## config.mk

```make
export PLATFORM = sky130hd
export DESIGN_NAME = adcps_top
export DESIGN_NICKNAME = d
export VERILOG_FILES = /design/src/hdl/adcps_fifo_mem.v /design/src/hdl/adcps_top.v
export VERILOG_INCLUDE_DIRS = /design/src /design/src/hdl
export SDC_FILE = /design/constraint.sdc
export NUM_CORES = 1
export LEC_CHECK = 0
export BUFFER_PORTS_ARGS = -buffer_cell sky130_fd_sc_hd__buf_2
export CORE_MARGIN = 2
export CORE_UTILIZATION = 58
export DETAILED_ROUTE_END_ITERATION = 8
export HOLD_SLACK_MARGIN = 0.02
export PLACE_DENSITY = 0.91
export SYNTH_ARGS = -nofsm -noshare
export SYNTH_HDL_FRONTEND = slang
export SYNTH_SLANG_ARGS = --single-unit
```

## constraint.sdc

```tcl
create_clock -name core_clk -period 4.4 [get_ports core_clk]
set_input_delay 0.66 -clock core_clk [delete_from_list [all_inputs] [get_ports core_clk]]
set_output_delay 0.66 -clock core_clk [all_outputs]
set_load 0.05 [all_outputs]
```

## src/hdl/adcps_defines.vh

```
// Purpose: Register map, field positions and reset values of the
//          priority select / compare block.
// Assumes: 32-bit register port, byte addresses, one word per register.
// Notes:   Included by the design files by bare name.
`ifndef ADCPS_DEFINES_VH
`define ADCPS_DEFINES_VH

// Register byte offsets
`define ADCPS_OFF_RESULT 8'h00
`define ADCPS_OFF_CHSEL 8'h04
`define ADCPS_OFF_CMPVAL 8'h08
`define ADCPS_OFF_CMPCTL 8'h0c
`define ADCPS_OFF_STS_HI 8'h10
`define ADCPS_OFF_STS_LO 8'h14
`define ADCPS_OFF_CONV 8'h18

// Result word layout
`define ADCPS_RES_VAL_HI 31
`define ADCPS_RES_VAL_LO 20
`define ADCPS_RES_ENTRY_INVALID_FLAG 12
`define ADCPS_RES_CAUSE_HI 10
`define ADCPS_RES_CAUSE_LO 8
`define ADCPS_RES_CH_HI 4
`define ADCPS_RES_CH_LO 0

// Start cause codes
`define ADCPS_CAUSE_SW 3'h1
`define ADCPS_CAUSE_TMR 3'h2
`define ADCPS_CAUSE_EXT 3'h4

// Channel select byte
`define ADCPS_CHSEL_L2_HI 7
`define ADCPS_CHSEL_L2_LO 3
`define ADCPS_CHSEL_L1_HI 2
`define ADCPS_CHSEL_L1_LO 0

// Compare value and control
`define ADCPS_CMPVAL_HI 31
`define ADCPS_CMPVAL_LO 22
`define ADCPS_CMP_EN 7
`define ADCPS_CMP_COND 6
`define ADCPS_CMP_ALL 5
`define ADCPS_CMP_CH_HI 4
`define ADCPS_CMP_CH_LO 0

// Converter control/status word
`define ADCPS_CONV_CMPF 0
`define ADCPS_CONV_EMPTY 1
`define ADCPS_CONV_FULL 2
`define ADCPS_CONV_OVR 3
`define ADCPS_CONV_CNT_HI 6
`define ADCPS_CONV_CNT_LO 4

// Read sizes
`define ADCPS_SIZE_BYTE 2'h0
`define ADCPS_SIZE_HALF 2'h1
`define ADCPS_SIZE_WORD 2'h2

// Reset values
`define ADCPS_RST_CHSEL 8'h00
`define ADCPS_RST_CMPCTL 8'h00
`define ADCPS_RST_CMPVAL 10'h000
`define ADCPS_RST_STS 32'h00000000

// Channels built into this product, one bit per channel
`define ADCPS_CHAN_IMPL 32'h0000ffff

// Store geometry
`define ADCPS_FIFO_DEPTH 4
`define ADCPS_ENTRY_W 20

`endif

```

## src/hdl/adcps_fifo_mem.v

```verilog
// Purpose: Four-entry storage for priority results, registered read.
// Assumes: One write and one read address per cycle.
// Notes:   A write to the address being read shows on the same edge as the write.
`timescale 1ns/100ps
`include "adcps_defines.vh"

module adcps_fifo_mem (
  input wire core_clk, // Block clock
  input wire wr_en, // Write strobe
  input wire [1:0] wr_addr, // Write address
  input wire [19:0] wr_data, // Entry to store
  input wire [1:0] rd_addr, // Read address
  output reg [19:0] rd_data // Registered entry
);

  reg [19:0] mem [0:`ADCPS_FIFO_DEPTH-1];

  always @(posedge core_clk) begin
    if (wr_en) begin
      mem[wr_addr] <= wr_data;
    end
  end

  // Write-through avoids a stale head when the store was empty
  always @(posedge core_clk) begin
    if (wr_en && (wr_addr == rd_addr)) begin
      rd_data <= wr_data;
    end else begin
      rd_data <= mem[rd_addr];
    end
  end

endmodule

```

## src/hdl/adcps_top.v

```verilog
// Purpose: Priority result store, channel selection, window compare
//          and per-channel sampling-time choice around a 12-bit ADC.
// Assumes: Conversion engine on core_clk hands in finished results.
// Notes:   Register reads answer one cycle after the read strobe.
//
// Decided for this implementation: the register addresses and the address-and-strobe port.
`timescale 1ns/100ps
`include "adcps_defines.vh"

module adcps_top (
  input wire core_clk, // 125 MHz block clock
  input wire rst, // Asynchronous reset, active high
  input wire [7:0] reg_addr, // Register byte address
  input wire [31:0] reg_wdata, // Write data
  input wire reg_wr, // Write strobe, one cycle
  input wire reg_rd, // Read strobe, one cycle
  input wire [1:0] reg_size, // Read size: byte, half, word
  output reg [31:0] reg_rdata, // Read data, cycle after strobe
  input wire conv_done, // Conversion finished, one cycle
  input wire [11:0] conv_value, // Finished conversion value
  input wire [4:0] conv_channel, // Channel of finished conversion
  input wire conv_prio, // Finished conversion was priority
  input wire [2:0] conv_cause, // Start cause of priority result
  input wire [4:0] sample_channel, // Channel now being sampled
  output wire [4:0] level2_channel_field, // Software/timer channel
  output wire [2:0] level1_channel_field, // External trigger channel
  output wire [4:0] ext_trigger_channel, // Level 1 channel, widened
  output wire use_setting_b, // Sampling channel uses setting b
  output wire [31:0] channel_sample_time_bits, // All selection bits
  output wire compare_event_flag, // Sticky compare flag
  output wire fifo_empty, // Priority store empty
  output wire fifo_full // Priority store full
);

  // Channel implemented in this product
  // Unbuilt channels fail here, so a field naming one keeps its old value
  function chan_ok;
    input [4:0] ch;
    reg [31:0] impl;
    begin
      impl = `ADCPS_CHAN_IMPL;
      chan_ok = impl[ch];
    end
  endfunction

  // Register decode on the word address; every lane of a word hits it
  function hit;
    input [7:0] addr;
    input [7:0] off;
    begin
      // Byte and half reads of the result word land on offsets 0 to 3
      hit = (addr[7:2] == off[7:2]);
    end
  endfunction

  reg [7:0] chsel_q;
  reg [7:0] chsel_d;
  reg [9:0] cmpval_q;
  reg [7:0] cmpctl_q;
  reg [7:0] cmpctl_d;
  reg [31:0] sts_q;
  reg [31:0] sts_d;
  reg cmpf_q;
  reg ovr_q;
  reg [1:0] wr_ptr_q;
  reg [1:0] rd_ptr_q;
  reg [2:0] count_q;
  reg [31:0] reg_rdata_d;

  wire [19:0] head_entry;
  wire [11:0] head_value;
  wire [2:0] head_cause;
  wire [4:0] head_channel;
  wire [31:0] result_word;
  wire res_read;
  wire pop;
  wire push;
  wire store_full;
  wire store_empty;
  wire [1:0] rd_ptr_d;
  wire [4:0] entry_channel;
  wire [19:0] entry_data;
  wire [9:0] cmp_bits;
  wire cmp_target;
  wire cmp_cond;
  wire cmp_hit;
  wire cmpf_clr;
  wire [31:0] impl_mask;
  wire [7:0] reg_word_addr;

  // Count is three bits wide, so the depth constant is cut to match
  localparam [2:0] full_count = `ADCPS_FIFO_DEPTH;

  assign impl_mask = `ADCPS_CHAN_IMPL;
  // Four entries fill the store; one more result is an overrun
  assign store_full = (count_q == full_count);
  assign store_empty = (count_q == 3'h0);
  assign reg_word_addr = {reg_addr[7:2], 2'h0};

  // Result word reads and the pop decision
  assign res_read = reg_rd && hit(reg_addr, `ADCPS_OFF_RESULT);

  // Lanes sit little-endian: top byte at offset 3, upper half at 2
  assign pop = res_read && !store_empty &&
    ((reg_size == `ADCPS_SIZE_WORD) ||
     ((reg_size == `ADCPS_SIZE_HALF) && (reg_addr[1:0] == 2'h2)) ||
     ((reg_size == `ADCPS_SIZE_BYTE) && (reg_addr[1:0] == 2'h3)));

  // Priority results only; a full store drops the new one
  assign push = conv_done && conv_prio && !store_full;

  // External trigger results always come from channels 0 to 7
  assign entry_channel = conv_cause[2] ?
    {2'h0, conv_channel[2:0]} : conv_channel;

  // Cause stored as given, so 3'h3 survives a shared start
  assign entry_data = {conv_value, conv_cause, entry_channel};

  // Read address runs one step ahead so the head is never stale
  assign rd_ptr_d = pop ? (rd_ptr_q + 2'h1) : rd_ptr_q;

  adcps_fifo_mem u_mem (
    .core_clk(core_clk),
    .wr_en(push),
    .wr_addr(wr_ptr_q),
    .wr_data(entry_data),
    .rd_addr(rd_ptr_d),
    .rd_data(head_entry)
  );

  assign head_value = head_entry[19:8];
  assign head_cause = head_entry[7:5];
  assign head_channel = head_entry[4:0];

  // Empty store presents the invalid flag and zero fields
  assign result_word = store_empty ?
    (32'h00000001 << `ADCPS_RES_ENTRY_INVALID_FLAG) :
    {head_value,
     7'h00,
     1'b0,
     1'b0,
     head_cause,
     3'h0,
     head_channel};

  always @(posedge core_clk or posedge rst) begin
    if (rst) begin
      wr_ptr_q <= 2'h0;
      rd_ptr_q <= 2'h0;
      count_q <= 3'h0;
    end else begin
      rd_ptr_q <= rd_ptr_d;
      if (push) begin
        wr_ptr_q <= wr_ptr_q + 2'h1;
      end
      if (push && !pop) begin
        count_q <= count_q + 3'h1;
      end else if (pop && !push) begin
        count_q <= count_q - 3'h1;
      end
    end
  end

  // Overrun: a priority result arrived while the store was full
  // Cleared like the compare flag; a new overrun beats the clear
  always @(posedge core_clk or posedge rst) begin
    if (rst) begin
      ovr_q <= 1'b0;
    end else if (conv_done && conv_prio && store_full) begin
      ovr_q <= 1'b1;
    end else if (reg_wr && hit(reg_addr, `ADCPS_OFF_CONV) &&
                 !reg_wdata[`ADCPS_CONV_OVR]) begin
      ovr_q <= 1'b0;
    end
  end

  // Channel select: each field only takes a built channel
  always @* begin
    chsel_d = chsel_q;
    if (reg_wr && hit(reg_addr, `ADCPS_OFF_CHSEL)) begin
      if (chan_ok(reg_wdata[7:3])) begin
        chsel_d[7:3] = reg_wdata[7:3];
      end
      if (chan_ok({2'h0, reg_wdata[2:0]})) begin
        chsel_d[2:0] = reg_wdata[2:0];
      end
    end
  end

  // Compare control: channel field guarded like the channel select
  always @* begin
    cmpctl_d = cmpctl_q;
    if (reg_wr && hit(reg_addr, `ADCPS_OFF_CMPCTL)) begin
      cmpctl_d[7:5] = reg_wdata[7:5];
      if (chan_ok(reg_wdata[4:0])) begin
        cmpctl_d[4:0] = reg_wdata[4:0];
      end
    end
  end

  // Sampling-time selection, two 16-bit halves
  always @* begin
    sts_d = sts_q;
    if (reg_wr && hit(reg_addr, `ADCPS_OFF_STS_HI)) begin
      sts_d[31:16] = reg_wdata[15:0];
    end
    if (reg_wr && hit(reg_addr, `ADCPS_OFF_STS_LO)) begin
      sts_d[15:0] = reg_wdata[15:0];
    end
    sts_d = sts_d & impl_mask;
  end

  // Writes during an active conversion are software's to avoid
  always @(posedge core_clk or posedge rst) begin
    if (rst) begin
      chsel_q <= `ADCPS_RST_CHSEL;
      cmpctl_q <= `ADCPS_RST_CMPCTL;
      cmpval_q <= `ADCPS_RST_CMPVAL;
      sts_q <= `ADCPS_RST_STS;
    end else begin
      chsel_q <= chsel_d;
      cmpctl_q <= cmpctl_d;
      sts_q <= sts_d;
      if (reg_wr && hit(reg_addr, `ADCPS_OFF_CMPVAL)) begin
        // Bits 21:0 are not stored
        cmpval_q <= reg_wdata[`ADCPS_CMPVAL_HI:`ADCPS_CMPVAL_LO];
      end
    end
  end

  assign level2_channel_field = chsel_q[`ADCPS_CHSEL_L2_HI:
                                        `ADCPS_CHSEL_L2_LO];
  assign level1_channel_field = chsel_q[`ADCPS_CHSEL_L1_HI:
                                        `ADCPS_CHSEL_L1_LO];
  assign ext_trigger_channel = {2'h0, level1_channel_field};

  // Per-channel sampling time choice
  assign channel_sample_time_bits = sts_q;
  assign use_setting_b = sts_q[sample_channel];

  // Window compare on the upper ten result bits
  // Every finished conversion is compared, priority or not
  assign cmp_bits = conv_value[11:2];
  assign cmp_target = cmpctl_q[`ADCPS_CMP_ALL] ||
    (conv_channel == cmpctl_q[`ADCPS_CMP_CH_HI:`ADCPS_CMP_CH_LO]);
  assign cmp_cond = cmpctl_q[`ADCPS_CMP_COND] ?
    (cmp_bits >= cmpval_q) : (cmp_bits < cmpval_q);
  assign cmp_hit = conv_done && cmpctl_q[`ADCPS_CMP_EN] &&
    cmp_target && cmp_cond;

  // Writing zero clears; a hit in the same cycle wins
  assign cmpf_clr = reg_wr && hit(reg_addr, `ADCPS_OFF_CONV) &&
    !reg_wdata[`ADCPS_CONV_CMPF];

  always @(posedge core_clk or posedge rst) begin
    if (rst) begin
      cmpf_q <= 1'b0;
    end else if (cmp_hit) begin
      cmpf_q <= 1'b1;
    end else if (cmpf_clr) begin
      cmpf_q <= 1'b0;
    end
  end

  assign compare_event_flag = cmpf_q;
  assign fifo_empty = store_empty;
  assign fifo_full = store_full;

  // Read mux; unmapped addresses and reserved bits read zero
  always @* begin
    reg_rdata_d = 32'h00000000;
    // Lane reads get the whole word; the master keeps its own lanes
    case (reg_word_addr)
      `ADCPS_OFF_RESULT: begin
        reg_rdata_d = result_word;
      end
      `ADCPS_OFF_CHSEL: begin
        reg_rdata_d = {24'h000000, chsel_q};
      end
      `ADCPS_OFF_CMPVAL: begin
        reg_rdata_d = {cmpval_q, 22'h000000};
      end
      `ADCPS_OFF_CMPCTL: begin
        reg_rdata_d = {24'h000000, cmpctl_q};
      end
      `ADCPS_OFF_STS_HI: begin
        reg_rdata_d = {16'h0000, sts_q[31:16]};
      end
      `ADCPS_OFF_STS_LO: begin
        reg_rdata_d = {16'h0000, sts_q[15:0]};
      end
      `ADCPS_OFF_CONV: begin
        reg_rdata_d = {25'h0000000, count_q, ovr_q,
                       store_full, store_empty, cmpf_q};
      end
      default: begin
        reg_rdata_d = 32'h00000000;
      end
    endcase
  end

  // Data stands only in the cycle after the strobe
  // Zero outside the answer cycle keeps an idle bus quiet
  always @(posedge core_clk or posedge rst) begin
    if (rst) begin
      reg_rdata <= 32'h00000000;
    end else if (reg_rd) begin
      reg_rdata <= reg_rdata_d;
    end else begin
      reg_rdata <= 32'h00000000;
    end
  end

endmodule

```

==> metrics.md, run 1 <==
| Metric | Value |
|---|---|
| P_sw | 1140 uW |
| CTS tree | built |
| Synthesized cell area | 6880 sq um |
| Top-Level Pins | 154 |
| Most frequent cells in the layout | 125 x buf_2, 80 x edfxtp_1, 79 x dfrtp_1 |
| Largest net degree at the start of global routing | 51 |
| # Post-CTS Setup Buffers | 0 |
| Setup total negative slack | 0 ps |
| Final worst slack | 1500 ps |
| Dpl cells | 692 |
| CTS Buf Count | 17 |
| PwrDens | 494 nW/um^2 |
| Clock Latency Late Sink | 420 ps |
| Net count reported at finish | 657 |
| Vias per cell | 6.02 |
| H-tree Lvls | 4 |
| HP Class | in2async |
| Kind of cell with the highest combined delay on the critical path | multiplexers |
| Final Setup Violations | 0 |
| Layout cells sized above 1 | 40.6% |
| Ys async rst share | 49.1% |
| Share of the synthesized area in the top cell type | 34.9% |
| Clk network pwr share | 37.1% |
| Initial core utilization | 59.7% |
| Worst EP required | 3740 ps |
| Setup Skew | 8.29 ps |
| Max Freq | 344 MHz |
| RSZ-0062 raised after global routing | no |
| WP data arrival | 2240 ps |
| Crit path largest cell delay | 540 ps |
| Total track usage | 26.2% |
| 1st-iter DRT viols | 504 |
| Max-cap violation count | 0 |
| Hold Vio Cnt, Final | 0 |
| Worst slew margin | 24.4% |
| Total die area | 12700 sq um |
| Grt ovf | 0 |
| Crit share post-route | 66.0% |
| Number of synthesized flops with an enable pin | 80 |
| Post-route DRC | 19 |
| Input/output buffers | 125 |
| DRT antenna net count | 0 |
| Internal | 2890 uW |
| Synth Flop Type | edfxtp_1 |
| CTS-repair resized insts | 0 |
| Status | complete, but fails checks |
| Clk slew on worst S/H paths | 60 ps |
| Max FO, Critical Path | 4 |
| Min cycle time layout | 2900 ps |
| Distinct cells, synth | 46 |
| Die Y | 113 um |
| Crit path kind | in2out |
| Register bit total from synthesis | 161 |
| Leakage | 0.00358 uW |
| Logic pwr share | 16.8% |
| Net Sw Frac | 28.2% |
| Vias post-DR | 4357 |
| Pre-antenna DRT Iters | 9 |
| Vias in the first global route | 4618 |
| Setup WS pre-CTS | 1090 ps |
| Max IR drop VDD | 0.230 mV |
| Reg2reg setup slack | 1820 ps |
| Setup crit start kind | input pin |
| Reg power frac | 46.1% |
| Core ar. | 11500 sq um |
| Bufs and invs on worst path | 2 |
| Hold-fix buffers, CTS | 0 |
| Routed wire length | 16000 um |
| Drt wl/cell | 22.0 um |
| Fin. max-slew vios | 0 |
| Crit-path slowest cell | mux4_2 |
| Post-DP HPWL | 10800 um |
| Syn. warnings | 0 |
| Worst Setup End Kind | output pin |
| Synth area leaders | edfxtp_1 35%, dfrtp_1 29%, mux4_2 8.2% |
| Leading cell type in the layout, fill and taps excluded | buf_2 |
| Failing checks | DRC |
| Root buf cell | clkbuf_16 |
| Antenna violations before repair | 0 |
| Routability congestion estimate from global placement | 0.882 |
| Synth Area per Inst | 15.8 sq um |
| Die width | 113 um |
| Rows | 39 |
| Antenna Cells | 0 |
| Slew at the pin closest to its max-slew limit | 1130 ps |
| CP Cell Sequence | buf_2, mux4_2, mux4_2, nor2b_1, buf_2 |
| Post-synth top area cell | edfxtp_1 |
| Clock sinks | 161 |
| Gate Count Post-Synth | 435 |
| Sequential share of the synthesized area | 64.2% |
| Clock Tree Buf Depth | 2 |
| Final Non-Filler Cells | 724 |
| First-pass GRT wire length | 24800 um |
| Area added between synthesis and finish | 18.6% |
==> kinds of logic after synthesis <==
family                     count (synthesis)  synth area share [%]
buffers and inverters                     55                  4.67
muxes                                     66                  15.1
and+or+nand+nor                           73                  6.00
other                                      1                0.0545
DFF                                      161                  64.2
adders and majority gates                 16                  3.02
AOI/OAI and AO/OA                         52                  5.51
xor gates and xnor gates                  11                  1.40
==> worst reg2reg max path: stages, from the launching register on <==
cell and delay, ps:
dfrtp_1 460, nor3b_1 610, nor2_1 310, ha_1 310
inv_1 80, fa_1 420, mux2_2 270
==> Yosys cell counts (6+ instances only) <==
cell type and count:
dfrtp_1 79, nor2_1 22, ha_1 15, xnor2_1 6, buf_4 25, inv_1 17, edfxtp_1 80, a21oi_1 6
mux2_2 37, a22oi_1 24, and3_1 7, mux4_2 25, clkbuf_1 6, nand2_1 9
==> routing by layer <==
layer | GRT usage (%) | up-vias | part of all wire (%)
met4 | 10.2 | 0 | 2.7
met3 | 5.57 | 40 | 7.6
met2 | 44.5 | 266 | 51
li1 | - | 1858 | -
met1 | 33.6 | 2193 | 38
met5 | 0 | - | 0
==> stage by stage <==
stage               total power (uW)  hold slack [ps]  instance area [sq um]  utilization (%)
CTS                             4040              409                   8160             70.9
floorplan                       2350              432                   6960                -
detailed placement              2560              466                   7560             65.7
global route                    4170              455                   8160             70.9
global placement                2510              444                   7560             65.7
finish                          4030              387                   8160             70.9
==> power groups by stage <==
| stage | sequential [uW] | combinational [uW] | clock (uW) |
|---|---|---|---|
| 6_report | 1860 | 677 | 1490 |
| 5_1_grt | 1870 | 726 | 1570 |
| 4_1_cts | 1860 | 683 | 1500 |
| 3_5_place_dp | 1890 | 674 | 0 |
| 3_3_place_gp | 1870 | 640 | 0 |
| 2_1_floorplan | 1950 | 399 | 0 |
==> layout make-up <==
class / instances / area [sq um]
sequential: 161 / 4420
fill: 732 / 3360
multi-input combinational: 240 / 2230
timing repair buffer: 131 / 671
clock buffer: 24 / 503
tap: 143 / 179
clock inverter: 8 / 96.3
inverter: 17 / 65.1
==> worst paths after layout <==
kind                                   start         endpoint  cells past startpoint
max in group asynchronous                rst    reg_rdata[20]                      3
setup / recovery           sample_channel[0]    use_setting_b                      5
min in group core_clk          conv_value[0]  u_mem.mem[2][8]                      1
setup reg to reg                  count_q[1]       count_q[1]                      6
hold reg to reg                  rd_ptr_q[0]      rd_ptr_q[0]                      1
hold / removal                           rst      cmpval_q[4]                      2
==> flip-flops by register name, indices dropped and copies added, names as in the netlist, named ones only <==
name / cells
channel_sample_time_bits: 16
chsel_q: 8
cmpctl_q: 8
cmpval_q: 10
compare_event_flag: 1
count_q: 3
ovr_q: 1
rd_ptr_q: 2
reg_rdata: 28
u_mem.mem: 80
wr_ptr_q: 2
Power figures use the tool's default switching activity.
==> run 2: changes to the inputs <==
Settings changed: ABC_AREA from default to 1, CORE_UTILIZATION 58 to 55, PLACE_DENSITY 0.91 to 0.86.
Clock period 4.4 ns to 2.8 ns, I/O delays scaled along.
==> run 2 against run 1 <==
Compared with the run above: the flow now finishes without violations; sequential share of layout area decreased by 2.4 points; combinational power up 65%; synthesized cell count up 60%; critical path depth grew 1; synthesized area rose by 4.0%; first-iteration DRC count up 22%; wire length up 9.0%; largest cell class unchanged; highest routed layer unchanged.
==> metrics.md, run 2 <==
| Metric | Value |
|---|---|
| Largest net degree at the start of global routing | 41 (was 51) |
| Total track usage | 25.4% (was 26.2%) |
| CTS-repair resized insts | 0 (unchanged) |
| HP Class | in2async (unchanged) |
| Synth Area per Inst | 10.3 sq um (was 15.8 sq um) |
| Gate Count Post-Synth | 696 (was 435) |
| Hold-fix buffers, CTS | 0 (unchanged) |
| Pre-antenna DRT Iters | 6 (was 9) |
| Max FO, Critical Path | 11 (was 4) |
| Leading cell type in the layout, fill and taps excluded | buf_2 (unchanged) |
| Min cycle time layout | 2350 ps |
| RSZ-0062 raised after global routing | no (unchanged) |
| Final Setup Violations | 0 (unchanged) |
| WP data arrival | 2470 ps (was 2240 ps) |
| H-tree Lvls | 4 (unchanged) |
| Fin. max-slew vios | 0 (unchanged) |
| Vias in the first global route | 5592 (was 4618) |
| Status | finished, final reports clean (was complete, but fails checks) |
| Setup total negative slack | 0 ps (unchanged) |
| Final worst slack | 453 ps (was 1500 ps) |
| Synth area leaders | edfxtp_1 34%, dfrtp_1 28%, nand2_1 5.7% (was edfxtp_1 35%, dfrtp_1 29%, mux4_2 8.2%) |
| Max Freq | 426 MHz |
| CTS tree | built (unchanged) |
| Vias post-DR | 5586 (was 4357) |
| CTS Buf Count | 17 (unchanged) |
| Sequential share of the synthesized area | 61.7% (was 64.2%) |
| Setup WS pre-CTS | 389 ps (was 1090 ps) |
| Register bit total from synthesis | 161 (unchanged) |
| Clk slew on worst S/H paths | 60 ps (about the same) |
| Reg2reg setup slack | 450 ps (was 1820 ps) |
| First-pass GRT wire length | 27300 um (was 24800 um) |
| Logic pwr share | 17.3% (was 16.8%) |
| Die Y | 118 um (was 113 um) |
| PwrDens | 755 nW/um^2 (was 494 nW/um^2) |
| Grt ovf | 0 (unchanged) |
| Synthesized cell area | 7160 sq um (was 6880 sq um) |
| Post-synth top area cell | edfxtp_1 (unchanged) |
| Hold Vio Cnt, Final | 0 (unchanged) |
| Fin area | 8540 sq um (was 8160 sq um) |
| Dpl cells | 983 (was 692) |
| Top-Level Pins | 154 (unchanged) |
| Net count reported at finish | 919 (was 657) |
| Synth top cells by count | 108 x nand2_1, 94 x nor2_1, 80 x edfxtp_1, 79 x dfrtp_1, 73 x inv_1 (was 80 x edfxtp_1, 79 x dfrtp_1, 37 x mux2_2, 25 x buf_4, 25 x mux4_2) |
| P_sw | 1840 uW (was 1140 uW) |
| Clock Tree Buf Depth | 2 (unchanged) |
| Routability congestion estimate from global placement | 0.924 (was 0.882) |
| Clock sinks | 161 (unchanged) |
| Worst Setup End Kind | flip-flop (was output pin) |
| Crit share post-route | 83.8% |
| DRT antenna net count | 0 (unchanged) |
| Worst EP required | 2920 ps (was 3740 ps) |
| Dpl cell area | 7910 sq um (was 7560 sq um) |
| Net Sw Frac | 28.6% (was 28.2%) |
| Synth Flop Type | edfxtp_1 (unchanged) |
| # Post-CTS Setup Buffers | 0 (unchanged) |
| Area added between synthesis and finish | 19.3% (was 18.6%) |
| Clock Latency Late Sink | 430 ps (was 420 ps) |
| Post-DP HPWL | 11600 um (was 10800 um) |
| Reg power frac | 45.0% (was 46.1%) |
| Rows | 41 (was 39) |
| Worst slew margin | 52.1% (was 24.4%) |
| Setup Skew | 7.29 ps (was 8.29 ps) |
| Most frequent cells in the layout | 125 x buf_2, 108 x nand2_1, 94 x nor2_1 (was 125 x buf_2, 80 x edfxtp_1, 79 x dfrtp_1) |
| Share of the synthesized area in the top cell type | 33.6% (was 34.9%) |
| Number of synthesized flops with an enable pin | 80 (unchanged) |
| Routed wire length | 17400 um (was 16000 um) |
| Max-cap violation count | 0 (unchanged) |
| Distinct cells, synth | 44 (was 46) |
| Max reg flops | 80 (unchanged) |
| Drt wl/cell | 17.1 um (was 22.0 um) |
| Core ar. | 12700 sq um (was 11500 sq um) |
| 1st-iter DRT viols | 617 (was 504) |
| Top reg by flops | u_mem.mem (unchanged) |
| Multi-input gate area | 2240 sq um (was 2230 sq um) |
| Setup crit start kind | flip-flop (was input pin) |
| Post-route DRC | 0 (was 19) |
| Vias per cell | 5.50 (was 6.02) |
| Root buf cell | clkbuf_16 (unchanged) |
| Layout cells sized above 1 | 22.5% (was 40.6%) |
| Input/output buffers | 125 (unchanged) |
| Ys async rst share | 49.1% (unchanged) |
| Die width | 118 um (was 113 um) |
| Filler instances | 909 (was 732) |
| Slew at the pin closest to its max-slew limit | 717 ps (was 1130 ps) |
| Seq. cell area | 4420 sq um (unchanged) |
| Top-count cell post-synth | nand2_1 (was edfxtp_1) |
| Internal | 4600 uW (was 2890 uW) |
| Max IR drop VDD | 0.537 mV (was 0.230 mV) |
| Crit path kind | reg2reg (was in2out) |
| Initial core utilization | 56.5% (was 59.7%) |
| Leakage | 0.00398 uW (was 0.00358 uW) |
| Total die area | 13900 sq um (was 12700 sq um) |
| Syn. warnings | 0 (unchanged) |
| Final Non-Filler Cells | 1016 (was 724) |
| Antenna violations before repair | 1 (was 0) |
| Clk network pwr share | 37.7% (was 37.1%) |
-- run 2: cell types whose count changed after synthesis, sizes merged, moves of 8 or more --
| cell | change |
|---|---|
| nand2 | +100 |
| nor2 | +73 |
| o21ai | +61 |
| inv | +59 |
| mux2 | -35 |
| mux4 | -25 |
| a21oi | +24 |
| o22ai | +19 |
| nand3 | +11 |
| a22oi | -9 |
| clkbuf | +8 |
-- run 2: final timing paths --
| check | from | end | cells after the start |
|---|---|---|---|
| worst max-delay path | count_q[2] | u_mem.mem[0][5] | 6 |
| worst min-delay path | rst | reg_rdata[20] | 2 |
| worst max register to register | count_q[2] | u_mem.mem[0][5] | 6 |
| worst min register to register | channel_sample_time_bits[5] | channel_sample_time_bits[5] | 2 |
| max in group asynchronous | rst | cmpval_q[8] | 3 |
| min in group core_clk | conv_value[1] | u_mem.mem[0][9] | 1 |
-- run 2: cell families (layout without fill, tap and decap cells) --
family / count (synthesis) / after routing / share of synthesized area (%)
buffers and inverters: 123 / 249 / 8.08
XOR/XNOR: 5 / 5 / 0.612
multiplexers: 6 / 6 / 0.944
other: 1 / 23 / 0.0524
adder cells (fa/ha/maj): 16 / 16 / 2.90
AND/OR/NAND/NOR: 238 / 238 / 13.9
AO/OA/AOI/OAI: 146 / 146 / 11.7
flip-flops: 161 / 161 / 61.7
-- run 2: stage by stage --
stage | hold slack, ps | utilization (%) | power, uW
global placement | 478 | 62.5 | 3990
floorplan | 456 | - | 3720
finish | 69.8 | 67.4 | 6440
global route | 121 | 67.4 | 6680
CTS | 89.6 | 67.4 | 6460
detailed placement | 484 | 62.5 | 4030
-- run 2: final cells by class --
cell class | count | area share (%)
multi-input combinational | 433 | 26.3
antenna | 1 | 0.0293
clock buffer | 17 | 4.98
inverter | 76 | 3.39
sequential | 161 | 51.8
timing repair buffer | 141 | 8.73
tap | 172 | 2.52
clock inverter | 15 | 2.30
-- run 2: metal layers --
| metal | share of wire (%) | global-route usage [%] | wire [um] |
|---|---|---|---|
| met5 | 0 | 0 | 0 |
| met4 | 3.6 | 13.0 | 622 |
| met3 | 8.2 | 5.91 | 1430 |
| met2 | 51 | 43.5 | 8960 |
| met1 | 37 | 29.8 | 6390 |
-- run 2: critical path: stages (launching register included) --
cell     delay (ps)
dfrtp_1         410
inv_1           130
nor3_2           70
nor2_1          360
inv_1           160
nor2_1          580
buf_4           340
-- run 2: power by group through the flow --
stage	Sequential (uW)	Combinational, uW	Clock, uW
floorplan	3080	640	0
global placement	2920	1060	0
detailed placement	2930	1100	0
CTS	2890	1110	2450
global route	2920	1220	2540
finish	2900	1120	2430
